### src/sdut_dummy_unused.sv
// Intentionally empty.
`timescale 1ns/10ps

### src/sdut_pkg.sv
// Package with constants for the scan driven up timer.
package sdut_pkg;
  // Resolution select codes.
  localparam logic [1:0] RES_1MS = 2'h0;
  localparam logic [1:0] RES_10MS = 2'h1;
  localparam logic [1:0] RES_100MS = 2'h2;
  // Clock rate and base tick period.
  localparam int CLK_HZ = 125000000;
  localparam int TICK_NS = 1000000;
  localparam int CLK_NS = 8;
  localparam int TICK_CYCLES = TICK_NS / CLK_NS;
  // Base periods in milliseconds.
  localparam int RES1_MS = 1;
  localparam int RES2_MS = 10;
  localparam int RES3_MS = 100;
  localparam int CNT_W = 16;
  localparam logic [15:0] PV_RESET = 16'h0000;
endpackage

### src/sdut_timer.sv
// Scan driven general up timer with output contact.
`timescale 1ns/10ps
module sdut_timer #(
  parameter int TICK_CYC = sdut_pkg::TICK_CYCLES,
  parameter int W = sdut_pkg::CNT_W
) (
  input wire logic clk,
  input wire logic resetn,
  input wire logic drive_input,
  input wire logic scan_end,
  input wire logic [1:0] resolution,
  input wire logic [W-1:0] set_value,
  output logic [W-1:0] present_value,
  output logic timer_output_contact,
  output logic driven_output
);
  localparam int TW = $clog2(TICK_CYC + 1);

  // Free running time base counter and its one cycle millisecond enable.
  logic [TW-1:0] tick_cnt_reg;
  logic ms_tick;
  // Unit divider; it counts millisecond ticks within one resolution unit.
  logic [6:0] sub_ms_reg;
  logic [6:0] ms_per_unit;
  logic unit_done;
  // Units that elapsed since the last scan and wait to be applied.
  logic [W-1:0] pend_reg;
  // Present value, the sum that a scan would load, and the contact.
  logic [W-1:0] pv_reg;
  logic [W:0] scan_sum;
  logic scan_reached;
  logic contact_reg;

  // Free running millisecond time base as an enable pulse.
  always_ff @(posedge clk or negedge resetn) begin
    if (!resetn) begin
      tick_cnt_reg <= '0;
    end else if (tick_cnt_reg == TW'(TICK_CYC - 1)) begin
      tick_cnt_reg <= '0;
    end else begin
      tick_cnt_reg <= tick_cnt_reg + 1'b1;
    end
  end
  assign ms_tick = (tick_cnt_reg == TW'(TICK_CYC - 1));

  // Milliseconds per count for a resolution code. The spare code 3 falls
  // back to the finest base, so a stray code never stalls the timer.
  function automatic logic [6:0] unit_ms(input logic [1:0] code);
    logic [6:0] ms;
    unique case (code)
      sdut_pkg::RES_10MS: ms = 7'(sdut_pkg::RES2_MS);
      sdut_pkg::RES_100MS: ms = 7'(sdut_pkg::RES3_MS);
      default: ms = 7'(sdut_pkg::RES1_MS);
    endcase
    return ms;
  endfunction

  // The divider length follows the resolution input level.
  assign ms_per_unit = unit_ms(resolution);

  // A unit ends on the millisecond tick that completes the chosen count.
  // The divider only advances while driven, but the time base runs free,
  // so the first unit can be short by up to one millisecond and the contact then waits for a scan end.
  assign unit_done = drive_input && ms_tick
    && (sub_ms_reg + 7'h01 >= ms_per_unit);

  // Unit divider; its phase restarts whenever the drive input drops.
  always_ff @(posedge clk or negedge resetn) begin
    if (!resetn) begin
      sub_ms_reg <= '0;
    end else if (!drive_input) begin
      sub_ms_reg <= '0;
    end else if (unit_done) begin
      sub_ms_reg <= '0;
    end else if (ms_tick) begin
      sub_ms_reg <= sub_ms_reg + 7'h01;
    end
  end

  // Pending units accumulate between scans and are handed over at scan
  // end. A unit that ends on the scan edge itself is kept for the next
  // scan, so no unit is lost or counted twice. The store saturates
  // rather than wrapping, which only matters for a stalled program.
  always_ff @(posedge clk or negedge resetn) begin
    if (!resetn) begin
      pend_reg <= '0;
    end else if (!drive_input) begin
      pend_reg <= '0;
    end else if (scan_end) begin
      pend_reg <= W'(unit_done);
    end else if (unit_done && pend_reg != '1) begin
      pend_reg <= pend_reg + 1'b1;
    end
  end

  // What the next scan would load; one bit wider so that it cannot wrap.
  assign scan_sum = {1'b0, pv_reg} + {1'b0, pend_reg};
  assign scan_reached = scan_sum >= {1'b0, set_value};

  // Present value update once per scan; it stops at the set value.
  always_ff @(posedge clk or negedge resetn) begin
    if (!resetn) begin
      pv_reg <= W'(sdut_pkg::PV_RESET);
    end else if (!drive_input) begin
      pv_reg <= W'(sdut_pkg::PV_RESET);
    end else if (scan_end && scan_reached) begin
      pv_reg <= set_value;
    end else if (scan_end) begin
      pv_reg <= scan_sum[W-1:0];
    end
  end

  // Output contact; the compare is taken only at scan end, so a set value
  // changed in mid-scan takes effect at the next scan.
  always_ff @(posedge clk or negedge resetn) begin
    if (!resetn) begin
      contact_reg <= 1'b0;
    end else if (!drive_input) begin
      contact_reg <= 1'b0;
    end else if (scan_end) begin
      contact_reg <= scan_reached;
    end
  end

  assign present_value = pv_reg;
  assign timer_output_contact = contact_reg;
  assign driven_output = contact_reg;

  // Checks of the timer behaviour.
  a_drop_clears: assert property (
    @(posedge clk) disable iff (!resetn)
    !drive_input |=> (pv_reg == '0 && !contact_reg))
    else $error("Drive drop did not clear timer.");

  a_scan_only: assert property (
    @(posedge clk) disable iff (!resetn)
    (drive_input && $past(drive_input) && !$past(scan_end))
    |-> $stable(pv_reg))
    else $error("Count changed outside scan end.");

  a_contact_eq: assert property (
    @(posedge clk) disable iff (!resetn)
    contact_reg |-> pv_reg == set_value || $changed(set_value))
    else $error("Contact on without count at set value.");

  a_hold_set: assert property (
    @(posedge clk) disable iff (!resetn)
    (contact_reg && drive_input && $stable(set_value)) |=>
    (!drive_input || (contact_reg && $stable(pv_reg))))
    else $error("Count or contact did not hold.");

  a_count_up: assert property (
    @(posedge clk) disable iff (!resetn)
    (drive_input && $past(drive_input) && $past(scan_end) && !contact_reg)
    |-> pv_reg >= $past(pv_reg))
    else $error("Count went down while driven.");

  a_no_drive: assert property (
    @(posedge clk) disable iff (!resetn)
    !drive_input |=> pend_reg == '0)
    else $error("Units counted without drive.");

  a_below_off: assert property (
    @(posedge clk) disable iff (!resetn)
    (scan_end && drive_input && pend_reg == '0 && pv_reg < set_value
     && !ms_tick) |=> !contact_reg)
    else $error("Contact on before set time.");

  a_out_follow: assert property (
    @(posedge clk) disable iff (!resetn)
    driven_output == timer_output_contact)
    else $error("Driven output differs from contact.");

  // Checks on the divider, the pending store and the scan compare.
  a_idle_divider: assert property (
    @(posedge clk) disable iff (!resetn)
    !drive_input |=> sub_ms_reg == '0)
    else $error("Divider ran without drive.");

  a_unit_stored: assert property (
    @(posedge clk) disable iff (!resetn)
    (drive_input && unit_done && !scan_end && pend_reg != '1)
    |=> pend_reg != $past(pend_reg))
    else $error("Elapsed unit was not stored.");

  a_reach_loads: assert property (
    @(posedge clk) disable iff (!resetn)
    (drive_input && scan_end
     && {1'b0, pv_reg} + {1'b0, pend_reg} >= {1'b0, set_value})
    |=> (contact_reg && pv_reg == $past(set_value)))
    else $error("Scan at set value did not set contact.");

  a_scan_contact: assert property (
    @(posedge clk) disable iff (!resetn)
    (drive_input && $past(drive_input) && !$past(scan_end))
    |-> $stable(contact_reg))
    else $error("Contact changed outside scan end.");

  // Main scenarios: reaching, dropping, counting, slow base, spare code.
  c_reach: cover property (@(posedge clk) disable iff (!resetn)
    $rose(contact_reg));
  c_drop: cover property (@(posedge clk) disable iff (!resetn)
    contact_reg ##1 !drive_input);
  c_count: cover property (@(posedge clk) disable iff (!resetn)
    scan_end && pend_reg != '0);
  c_slow_res: cover property (@(posedge clk) disable iff (!resetn)
    $rose(contact_reg) && resolution == sdut_pkg::RES_100MS);
  c_spare_code: cover property (@(posedge clk) disable iff (!resetn)
    $rose(contact_reg) && resolution == 2'h3);
endmodule

### config.mk
export PLATFORM = sky130hd
export DESIGN_NAME = sdut_timer
export DESIGN_NICKNAME = d
export VERILOG_FILES = /design/src/sdut_dummy_unused.sv /design/src/sdut_pkg.sv /design/src/sdut_timer.sv
export SDC_FILE = /design/constraint.sdc
export NUM_CORES = 1
export LEC_CHECK = 0
export BUFFER_PORTS_ARGS = -buffer_cell sky130_fd_sc_hd__buf_2
export CAP_MARGIN = 20
export CORE_UTILIZATION = 34
export DETAILED_ROUTE_END_ITERATION = 16
export SLEW_MARGIN = 20
export SYNTH_ARGS = -nofsm -noshare
export SYNTH_HDL_FRONTEND = slang
export SYNTH_SLANG_ARGS = --single-unit
### constraint.sdc
create_clock -name clk -period 10.75 [get_ports clk]
set_clock_uncertainty 0.05 [all_clocks]
set_input_delay 2.15 -clock clk [delete_from_list [all_inputs] [get_ports clk]]
set_output_delay 2.15 -clock clk [all_outputs]
set_load 0.03 [all_outputs]
==> results.json, run 1 <==
{
  "drc": 0,
  "overflow": 0,
  "syn_inst": 500,
  "avgViaCountPerCell": 5.35,
  "n_fill_cell": 1311,
  "worstSetupPathType": "input pin to register",
  "largest_register_ffs": 17,
  "rsz0062_at_grt": "no",
  "synth_ff_type": "dfrtp_1",
  "drtIter0Drc": 301,
  "synth_edf_count": 0,
  "relSlewSlack_pct": 31.2,
  "finalSetupViolations": 0,
  "critPathCaptureType": "register",
  "min_period_ns": 4.70,
  "synth.top_cell.area_share_pct": 32.5,
  "cp_data_required_time_ns": 10.95,
  "cts.clk_slew.worst_paths_ns": 0.05,
  "drive_above_1_share_pct": 13.3,
  "yosysUniqueCellTypes": 64,
  "ant_nets": 0,
  "maxCapViolCount": 0,
  "first_pass_iters": 4,
  "cts_tree": "yes",
  "place_ws_ns": 5.74,
  "avgSynthCellArea_um2": 8.79,
  "clk_latency_ns": 0.33,
  "gp_congestion": 0.840,
  "num_vias": 3781,
  "hold_viol_final": 0,
  "h-tree-depth": 3,
  "critPathMaxFanout": 31,
  "synth_warnings": 0,
  "post_cts_resized": 0,
  "outcome": "finished clean",
  "worst_pin_slew_ns": 1.03,
  "antenna_found_initial": 0,
  "cts_hold_buf": 0,
  "syn_nets": 566,
  "async_reset_ff_share_pct": 100,
  "tns_ns": 0,
  "die_y_um": 116,
  "start_util_pct": 34.8,
  "cts_buffer_depth": 2,
  "core_area_mm2": 0.0126,
  "dp_hpwl_mm": 7.74,
  "grtUsageTotal_pct": 17.4,
  "worst_slack_ns": 6.05,
  "dieArea_mm2": 0.0134,
  "power.density_mw_per_mm2": 128,
  "seq_area_frac_synth_pct": 32.5,
  "netlist_area_mm2": 0.00439,
  "io_buffers": 39,
  "drt-wirelength-per-cell_um": 15.0,
  "cts_sinks": 57,
  "cp.arrival_ns": 4.90,
  "slew_viol_final": 0,
  "peakVddDrop_mv": 0.0583,
  "die_w_um": 116,
  "area_growth_pct": 15.2,
  "fp-row-count": 41,
  "power.leakage_uw": 0.00245,
  "cp-start-kind": "input pin",
  "grt_pass1_vias": 3794,
  "synth_top_cell_by_area": "dfrtp_1",
  "finalCritPeriodShare_pct": 43.7,
  "ys_ff_latch": 57,
  "grt_max_degree": 58,
  "fmax_mhz": 213,
  "grt_pass1_wl_mm": 18.2,
  "cts-root-buf": "clkbuf_16",
  "cts_made_buffers": 9,
  "nets": 596,
  "post-cts-setup-buffers": 0,
  "io_pins": 40,
  "wl_mm": 10.6,
  "synth_area_leaders": "dfrtp_1, ha_1, mux2i_1",
  "diodes": 0,
  "hp-class": "register to register"
}
[metrics by stage]
step	total power (uW)	util, %	hold WS (ns)	instances	area [um2]
4_1_cts	657	40.1	0.442	707	5060
3_3_place_gp	311	37.3	0.418	691	4700
5_1_grt	679	40.1	0.460	707	5060
6_report	650	40.1	0.439	707	5060
3_5_place_dp	313	37.3	0.435	691	4700
2_1_floorplan	287	-	0.405	500	4390
[metal layers]
layer	track usage, %	part of all wire [%]
met5	0	0
met4	5.64	1.2
met3	3.77	3.6
met2	28.1	46
met1	23.2	49
[placed cells by master (no fill, tap or decap), types with 3 or more instances in the layout]
cell and count:
dfrtp_1 57, ha_1 43, nand2_1 41, nor2_1 40, buf_2 39, inv_1 31
a21oi_1 31, nand3_1 26, o21ai_0 23, xnor2_1 17, mux2i_1 17, xor2_1 13
nand4_1 12, a211oi_1 11, a21o_1 10, clkbuf_16 9, or2_2 8, o211ai_1 6
nor3_1 6, nor2b_1 5, and2_1 5, and3_1 5, or4_1 5, o41ai_1 5
nand2b_1 4, o21a_1 4, o311ai_0 4, a22o_1 4, or3_1 4, nor4_1 3
bufinv_16 3, buf_4 3
[synth_stat cells (all sizes together) (6+ instances only)]
cell	instances
or2	8
a211oi	12
buf	10
o21ai	25
nand2	41
dfrtp	57
nor3	6
xnor2	17
clkbuf	13
nand3	26
a21o	10
o311ai	6
xor2	13
ha	43
nor2	40
o211ai	6
nand4	12
mux2i	17
inv	31
a21oi	32
[kinds of logic (layout without fill, tap and decap cells)]
logic type,after synthesis,count (layout),share of synthesized area [%]
DFF,57,57,32.5
and+or+nand+nor,172,172,19.5
adders and majority gates,44,44,12.7
muxes,19,19,4.39
AOI/OAI and AO/OA,124,124,19.4
xor gates and xnor gates,30,30,5.98
buffers and inverters,54,89,5.58
[final cells by class]
class	count	area, um2	share of cell area, %
Tap cell	172	215	4.25
Clock inverter	4	98.8	1.95
Inverter	31	116	2.30
Sequential cell	57	1430	28.2
Timing Repair Buffer	42	218	4.30
Clock buffer	12	256	5.07
Multi-Input combinational cell	389	2730	53.9
[power by group]
group	internal, uW	switching, uW
clock	239	102
sequential	219	4.45
combinational	30.3	54.4
[worst max-delay path, cell delays in order]
cell and delay (ns):
buf_2 0.09, inv_1 0.04, ha_1 0.29, ha_1 0.26, nand2b_1 0.14, a21o_1 0.17, a21o_1 0.17, a211oi_1 0.30
o31a_1 0.87, o21ai_0 0.23, a21oi_1 0.18
[final timing paths]
path	startpoint	to	slack, ns	depth (start not counted)
max	resolution[0]	pend_reg[8]$_DFFE_PN0P_	6.05	11
min	tick_cnt_reg[0]$_DFF_PN0_	tick_cnt_reg[0]$_DFF_PN0_	0.44	1
max reg2reg	pend_reg[0]$_DFFE_PN0P_	present_value[14]$_DFFE_PN0P_	6.33	17
min reg2reg	tick_cnt_reg[0]$_DFF_PN0_	tick_cnt_reg[0]$_DFF_PN0_	0.44	1
max in group asynchronous	resetn	present_value[10]$_DFFE_PN0P_	8.22	2
min in group asynchronous	resetn	sub_ms_reg[0]$_DFFE_PN0P_	1.91	2
(Power assumes the default switching activity.)
==> inputs of run 2 (changes only) <==
ABC_AREA = 1   (was unset)
clock period = 4.5 ns   (was 10.75 ns; I/O delays follow)
==> run 2 against run 1 <==
Clock-buffer cell count is 2 lower. Worst setup slack worse by 5.2 ns. Register-to-register slack worse by 5.5 ns. Synthesized cell count is 33% higher. First-iteration DRC count is 12% lower. Cell count is 25% higher. Sequential power is 130% higher. Largest cell class unchanged. Via count is 10% higher. Flip-flop and latch count stayed put. Critical path depth is 14 higher. Routed wire length is 3.8% higher. Critical endpoint is now present_value[2]$_DFFE_PN0P_.
==> results.json, run 2 <==
{
  "netlist_area_mm2": 0.00463,
  "power.density_mw_per_mm2": 254,
  "dieArea_mm2": 0.0141,
  "overflow": 0,
  "cts_sinks": 57,
  "r2r-end": "present_value[2]$_DFFE_PN0P_",
  "clk_latency_ns": 0.33,
  "io_buffers": 39,
  "ys_ff_latch": 57,
  "worst_pin_slew_ns": 0.575,
  "cp-start-kind": "register",
  "final_common_cell": "nand2_1",
  "worstHoldStart": "tick_cnt_reg[0]$_DFF_PN0_",
  "io_pins": 40,
  "avgSynthCellArea_um2": 6.97,
  "grt_max_degree": 36,
  "crit_slowest_cell": "dfrtp_1",
  "grt_pass1_vias": 4044,
  "synth_warnings": 0,
  "final_util_pct": 40.0,
  "worstSetupPathType": "register to register",
  "cts_tree": "yes",
  "fmax_mhz": 274,
  "wl_mm": 11.0,
  "die_y_um": 119,
  "hp-class": "register to register",
  "area_growth_pct": 14.5,
  "finalSetupViolations": 0,
  "start_util_pct": 35.0,
  "mostFrequentLayoutCells": "nand2_1, inv_1, dfrtp_1",
  "core_area_mm2": 0.0132,
  "maxCapViolCount": 0,
  "drive_above_1_share_pct": 10.6,
  "stdcell_area_mm2": 0.00530,
  "antenna_found_initial": 0,
  "min_path_cells": 1,
  "h-tree-depth": 3,
  "outcome": "finished clean",
  "seq_area_frac_synth_pct": 30.8,
  "nets": 770,
  "dp_hpwl_mm": 8.78,
  "post-cts-setup-buffers": 0,
  "grtUsageTotal_pct": 17.1,
  "tns_ns": 0,
  "relSlewSlack_pct": 61.6,
  "synth_area_leaders": "dfrtp_1, nand2_1, ha_1",
  "diodes": 0,
  "cts-root-buf": "clkbuf_16",
  "cp_data_required_time_ns": 4.67,
  "finalCritPeriodShare_pct": 81.2,
  "avgViaCountPerCell": 4.71,
  "r2r_cells": 25,
  "hold_end": "tick_cnt_reg[0]$_DFF_PN0_",
  "dpl_cell_area_mm2": 0.00498,
  "yosys.cell_count.top_type": "nand2_1",
  "die_w_um": 119,
  "drc": 0,
  "drt-wirelength-per-cell_um": 12.5,
  "fp-row-count": 42,
  "timing.rr.start": "pend_reg[0]$_DFFE_PN0P_",
  "syn_nets": 730,
  "num_vias": 4167,
  "r2r_setup_slack_ns": 0.84,
  "synth_edf_count": 0,
  "first_pass_iters": 7,
  "dp.cells": 869,
  "critPathCaptureType": "register",
  "gp_congestion": 0.885,
  "post_cts_resized": 0,
  "synth_top_cell_by_area": "dfrtp_1",
  "rsz0062_at_grt": "no",
  "synthTopCellsByCount": "nand2_1, inv_1, dfrtp_1",
  "max_stage_delay_ns": 0.45,
  "largest_register_ffs": 17,
  "min_period_ns": 3.66,
  "cts.clk_slew.worst_paths_ns": 0.05,
  "ant_nets": 0,
  "peakVddDrop_mv": 0.179,
  "synth_ff_type": "dfrtp_1",
  "slew_viol_final": 0,
  "async_reset_ff_share_pct": 100,
  "synth.top_cell.area_share_pct": 30.8,
  "cp.arrival_ns": 3.83,
  "final_cells": 884,
  "cts_hold_buf": 0,
  "grt_pass1_wl_mm": 19.3,
  "cts_buffer_depth": 2,
  "cts_made_buffers": 9,
  "power.leakage_uw": 0.00301,
  "hold_viol_final": 0,
  "drtIter0Drc": 266,
  "cpMostUsedCell": "nand2_1",
  "yosysUniqueCellTypes": 43,
  "critPathMaxFanout": 17,
  "syn_inst": 664
}
-- run 2: cell types whose count changed after synthesis, sizes merged, moves of 6 or more --
cell,previous run,this run
o311ai,6,0
inv,31,111
a21o,10,0
xnor2,17,7
or2,8,0
clkbuf,13,3
nand2,41,191
nor2,40,56
nor3,6,28
mux2i,17,0
nand3,26,58
xor2,13,22
a211oi,12,1
nand4,12,4
-- run 2: cell families after synthesis --
family | Yosys count | synth area share, %
xor+xnor | 29 | 5.48
buf+inv | 123 | 10.7
simple gates | 346 | 32.8
fa+ha+maj | 44 | 12.1
flops | 57 | 30.8
compound gates | 65 | 8.13
-- run 2: per-stage QoR --
stage	power (uW)	hold slack, ns	worst slack (ns)
floorplan	578	0.383	1.14
global placement	614	0.415	0.936
detailed placement	614	0.424	0.866
CTS	1360	0.431	0.848
global route	1400	0.443	0.438
finish	1350	0.424	0.845
-- run 2: how the worst max path moves through the flow --
stage          slack, ns                           end  cells past startpoint                         start
4_1_cts             0.85  present_value[3]$_DFFE_PN0P_                     25       pend_reg[0]$_DFFE_PN0P_
2_1_floorplan       1.14  present_value[3]$_DFFE_PN0P_                     29  present_value[0]$_DFFE_PN0P_
3_5_place_dp        0.87  present_value[3]$_DFFE_PN0P_                     25       pend_reg[0]$_DFFE_PN0P_
5_1_grt             0.44  present_value[9]$_DFFE_PN0P_                     29       pend_reg[0]$_DFFE_PN0P_
3_3_place_gp        0.94  present_value[3]$_DFFE_PN0P_                     25       pend_reg[0]$_DFFE_PN0P_
6_report            0.84  present_value[2]$_DFFE_PN0P_                     25       pend_reg[0]$_DFFE_PN0P_
-- run 2: layout make-up --
type,instances,area (um2)
repair buffers,41,210
fillers,1429,7940
flip-flops and latches,57,1430
inverters,111,417
well taps,176,220
multi-input cells,484,2710
clock inverters,5,80.1
clock buffers,10,239
-- run 2: power by group --
part	switching [uW]	internal, uW	total, uW
logic	60.5	25.0	85.5
registers	2.97	515	518
clock network	248	495	743
total	312	1040	1350
-- run 2: routing by layer --
| layer | share of wire (%) | global-route usage (%) | vias to the layer above |
|---|---|---|---|
| li1 | - | - | 2203 |
| met1 | 49 | 22.2 | 1876 |
| met2 | 46 | 28.1 | 71 |
| met3 | 3.5 | 3.04 | 17 |
| met4 | 2.0 | 6.17 | 0 |
| met5 | 0 | 0 | - |
-- run 2: critical path: cells and delay by family, from the launching register on --
kind,cells,cell delay (ns)
and+or+nand+nor,17,1.54
adders and majority gates,3,0.87
DFF,1,0.45
xor gates and xnor gates,1,0.21
AOI/OAI and AO/OA,1,0.20
buffers and inverters,3,0.19
==> inputs of run 3 (changes only) <==
clock period = 3.05 ns   (was 4.5 ns; I/O delays follow)
==> run 3 against run 2 <==
The flow now finishes with violations (setup timing). Clock power rose by 39%. Total power rose by 45%. Routed wire length grew 12%. Worst setup slack worse by 1.1 ns. Clock-buffer cell count down 1. Highest routed layer unchanged. Sequential power is 47% higher. Global-route usage rose by 1.3 points. Largest cell class unchanged. Via count increased by 8.4%. Sequential share of layout area decreased by 3.6 points.
==> results.json, run 3 (synthesized netlist as in run 2, its figures left out) <==
{
  "outcome": "finished, violations left",
  "failed_checks": "setup timing",
  "multi_input_comb_area_mm2": 0.00297,
  "grt_max_degree": 40,
  "p_switching_uw": 496,
  "slew_viol_final": 0,
  "cpMostUsedCell": "nand2_2",
  "avgViaCountPerCell": 4.71,
  "timing.rr.start": "pend_reg[0]$_DFFE_PN0P_",
  "fp-row-count": 42,
  "final_common_cell": "nand2_1",
  "fmax_mhz": 301,
  "finalCritPeriodShare_pct": 109,
  "relSlewSlack_pct": 67.4,
  "combPwrFrac_pct": 7.9,
  "io_pins": 40,
  "seq_area_mm2": 0.00143,
  "core_area_mm2": 0.0132,
  "maxCapViolCount": 0,
  "r2r-end": "present_value[9]$_DFFE_PN0P_",
  "dpl_cell_area_mm2": 0.00553,
  "area_growth_pct": 32.4,
  "cp_data_required_time_ns": 3.22,
  "cp.arrival_ns": 3.49,
  "antenna_found_initial": 0,
  "wl_mm": 12.3,
  "mostFrequentLayoutCells": "nand2_1, inv_1, buf_4",
  "die_w_um": 119,
  "die_y_um": 119,
  "drtIter0Drc": 282,
  "critPathMaxFanout": 7,
  "clk_latency_ns": 0.34,
  "stdcell_area_mm2": 0.00613,
  "crit_slowest_cell": "dfrtp_1",
  "gp_congestion": 0.875,
  "path_buf_inv": 4,
  "max_stage_delay_ns": 0.40,
  "cts_buffer_depth": 2,
  "r2r_cells": 25,
  "finalSetupViolations": 17,
  "h-tree-depth": 3,
  "worst_pin_slew_ns": 0.485,
  "first_pass_iters": 5,
  "grt_pass1_vias": 4328,
  "seqPwrFrac_pct": 39.3,
  "overflow": 0,
  "diodes": 0,
  "hp-class": "input pin to asynchronous set/reset pin",
  "cts_sinks": 57,
  "drt-wirelength-per-cell_um": 12.8,
  "num_vias": 4517,
  "start_util_pct": 35.0,
  "swShare_pct": 25.5,
  "final_util_pct": 46.3,
  "dp_hpwl_mm": 9.30,
  "ant_nets": 0,
  "worstSetupPathType": "register to register",
  "dieArea_mm2": 0.0141,
  "totalPowerFinal_uw": 1950,
  "hold_viol_final": 0,
  "cts_tree": "yes",
  "cts_made_buffers": 9,
  "rsz0062_at_grt": "yes",
  "min_period_ns": 3.32,
  "drc": 0,
  "r2r_setup_slack_ns": -0.27,
  "cts-root-buf": "clkbuf_16",
  "grtUsageTotal_pct": 18.4,
  "cp-start-kind": "register",
  "cts_hold_buf": 0,
  "n_fill_cell": 1351,
  "grt_pass1_wl_mm": 20.8,
  "power.density_mw_per_mm2": 318,
  "pwr-share-clk_pct": 52.8,
  "drive_above_1_share_pct": 25.4,
  "peakVddDrop_mv": 0.257,
  "critical-path-top-delay-family": "simple AND/OR/NAND/NOR gates",
  "p_int_uw": 1450,
  "nets": 845,
  "power.leakage_uw": 0.00341,
  "largest_register_ffs": 17,
  "critPathCaptureType": "register",
  "cts.clk_slew.worst_paths_ns": 0.06,
  "worst_slack_ns": -0.269,
  "io_buffers": 39
}
[run 3: power groups by stage]
stage               sequential [uW]  clock [uW]  combinational [uW]
floorplan                       781           0                73.4
global placement                778           0                 143
detailed placement              778           0                 143
CTS                             764        1050                 145
global route                    764        1080                 176
finish                          764        1030                 154
[run 3: area by class of cell]
cell class	count	area share [%]
multi-input cells	484	48.4
flip-flops and latches	57	23.3
repair buffers	116	12.9
inverters	111	6.80
clock buffers	9	3.67
well taps	176	3.59
clock inverters	7	1.27
[run 3: how the worst max path moves through the flow]
stage                     slack, ns                    startpoint                            end  depth (start not counted)
after floorplan               -0.17  present_value[0]$_DFFE_PN0P_  present_value[10]$_DFFE_PN0P_                         26
after global placement        -0.40       pend_reg[0]$_DFFE_PN0P_  present_value[11]$_DFFE_PN0P_                         25
after detailed placement      -0.40       pend_reg[0]$_DFFE_PN0P_   present_value[9]$_DFFE_PN0P_                         25
after CTS                     -0.29  present_value[0]$_DFFE_PN0P_   present_value[9]$_DFFE_PN0P_                         25
after global routing          -0.50       pend_reg[0]$_DFFE_PN0P_   present_value[7]$_DFFE_PN0P_                         29
final                         -0.27       pend_reg[0]$_DFFE_PN0P_   present_value[9]$_DFFE_PN0P_                         25
[run 3: per-layer routing]
metal  global-route usage (%)  share of wire, %  vias up
met5                        0                 0        -
met4                     5.14               1.3        0
met2                     30.1                46       85
met1                     25.0                50     2071
li1                         -                 -     2349
met3                     2.85               2.8       12
[run 3: worst register-to-register path: stages (launching register included)]
cell and delay (ns):
dfrtp_1 0.40, ha_4 0.15, inv_2 0.03, fa_2 0.34, inv_2 0.06, nand2_2 0.06
nand2_4 0.08, nand2_4 0.06, o21bai_4 0.17, nand2_2 0.08, nand2_2 0.09, xor2_2 0.19
inv_2 0.07, ha_4 0.27, nand2_2 0.05, nor2_1 0.10, nand3_1 0.08, nor2_1 0.13
nor2_1 0.06, nand3_1 0.12, nor2_4 0.06, nand2_4 0.13, buf_6 0.15, nand3_2 0.07
nand3_2 0.10, nand2_1 0.06
[run 3: what timing repair did]
| item | CTS | global route |
|---|---|---|
| setup buffers | 2 | 1 |
| pin swaps | 20 | 22 |
| cloned | 1 | 0 |
| resized for setup | 10 | 43 |
| endpoints found under the setup margin | 17 | 17 |
[run 3: stage by stage]
stage / hold WS (ns) / worst slack [ns] / instances / setup TNS, ns
global placement: 0.405 / -0.402 / 939 / -6.37
floorplan: 0.264 / -0.167 / 664 / -1.91
global route: 0.156 / -0.503 / 960 / -7.59
detailed placement: 0.417 / -0.399 / 939 / -6.27
CTS: 0.412 / -0.292 / 958 / -4.56
finish: 0.138 / -0.269 / 960 / -3.84
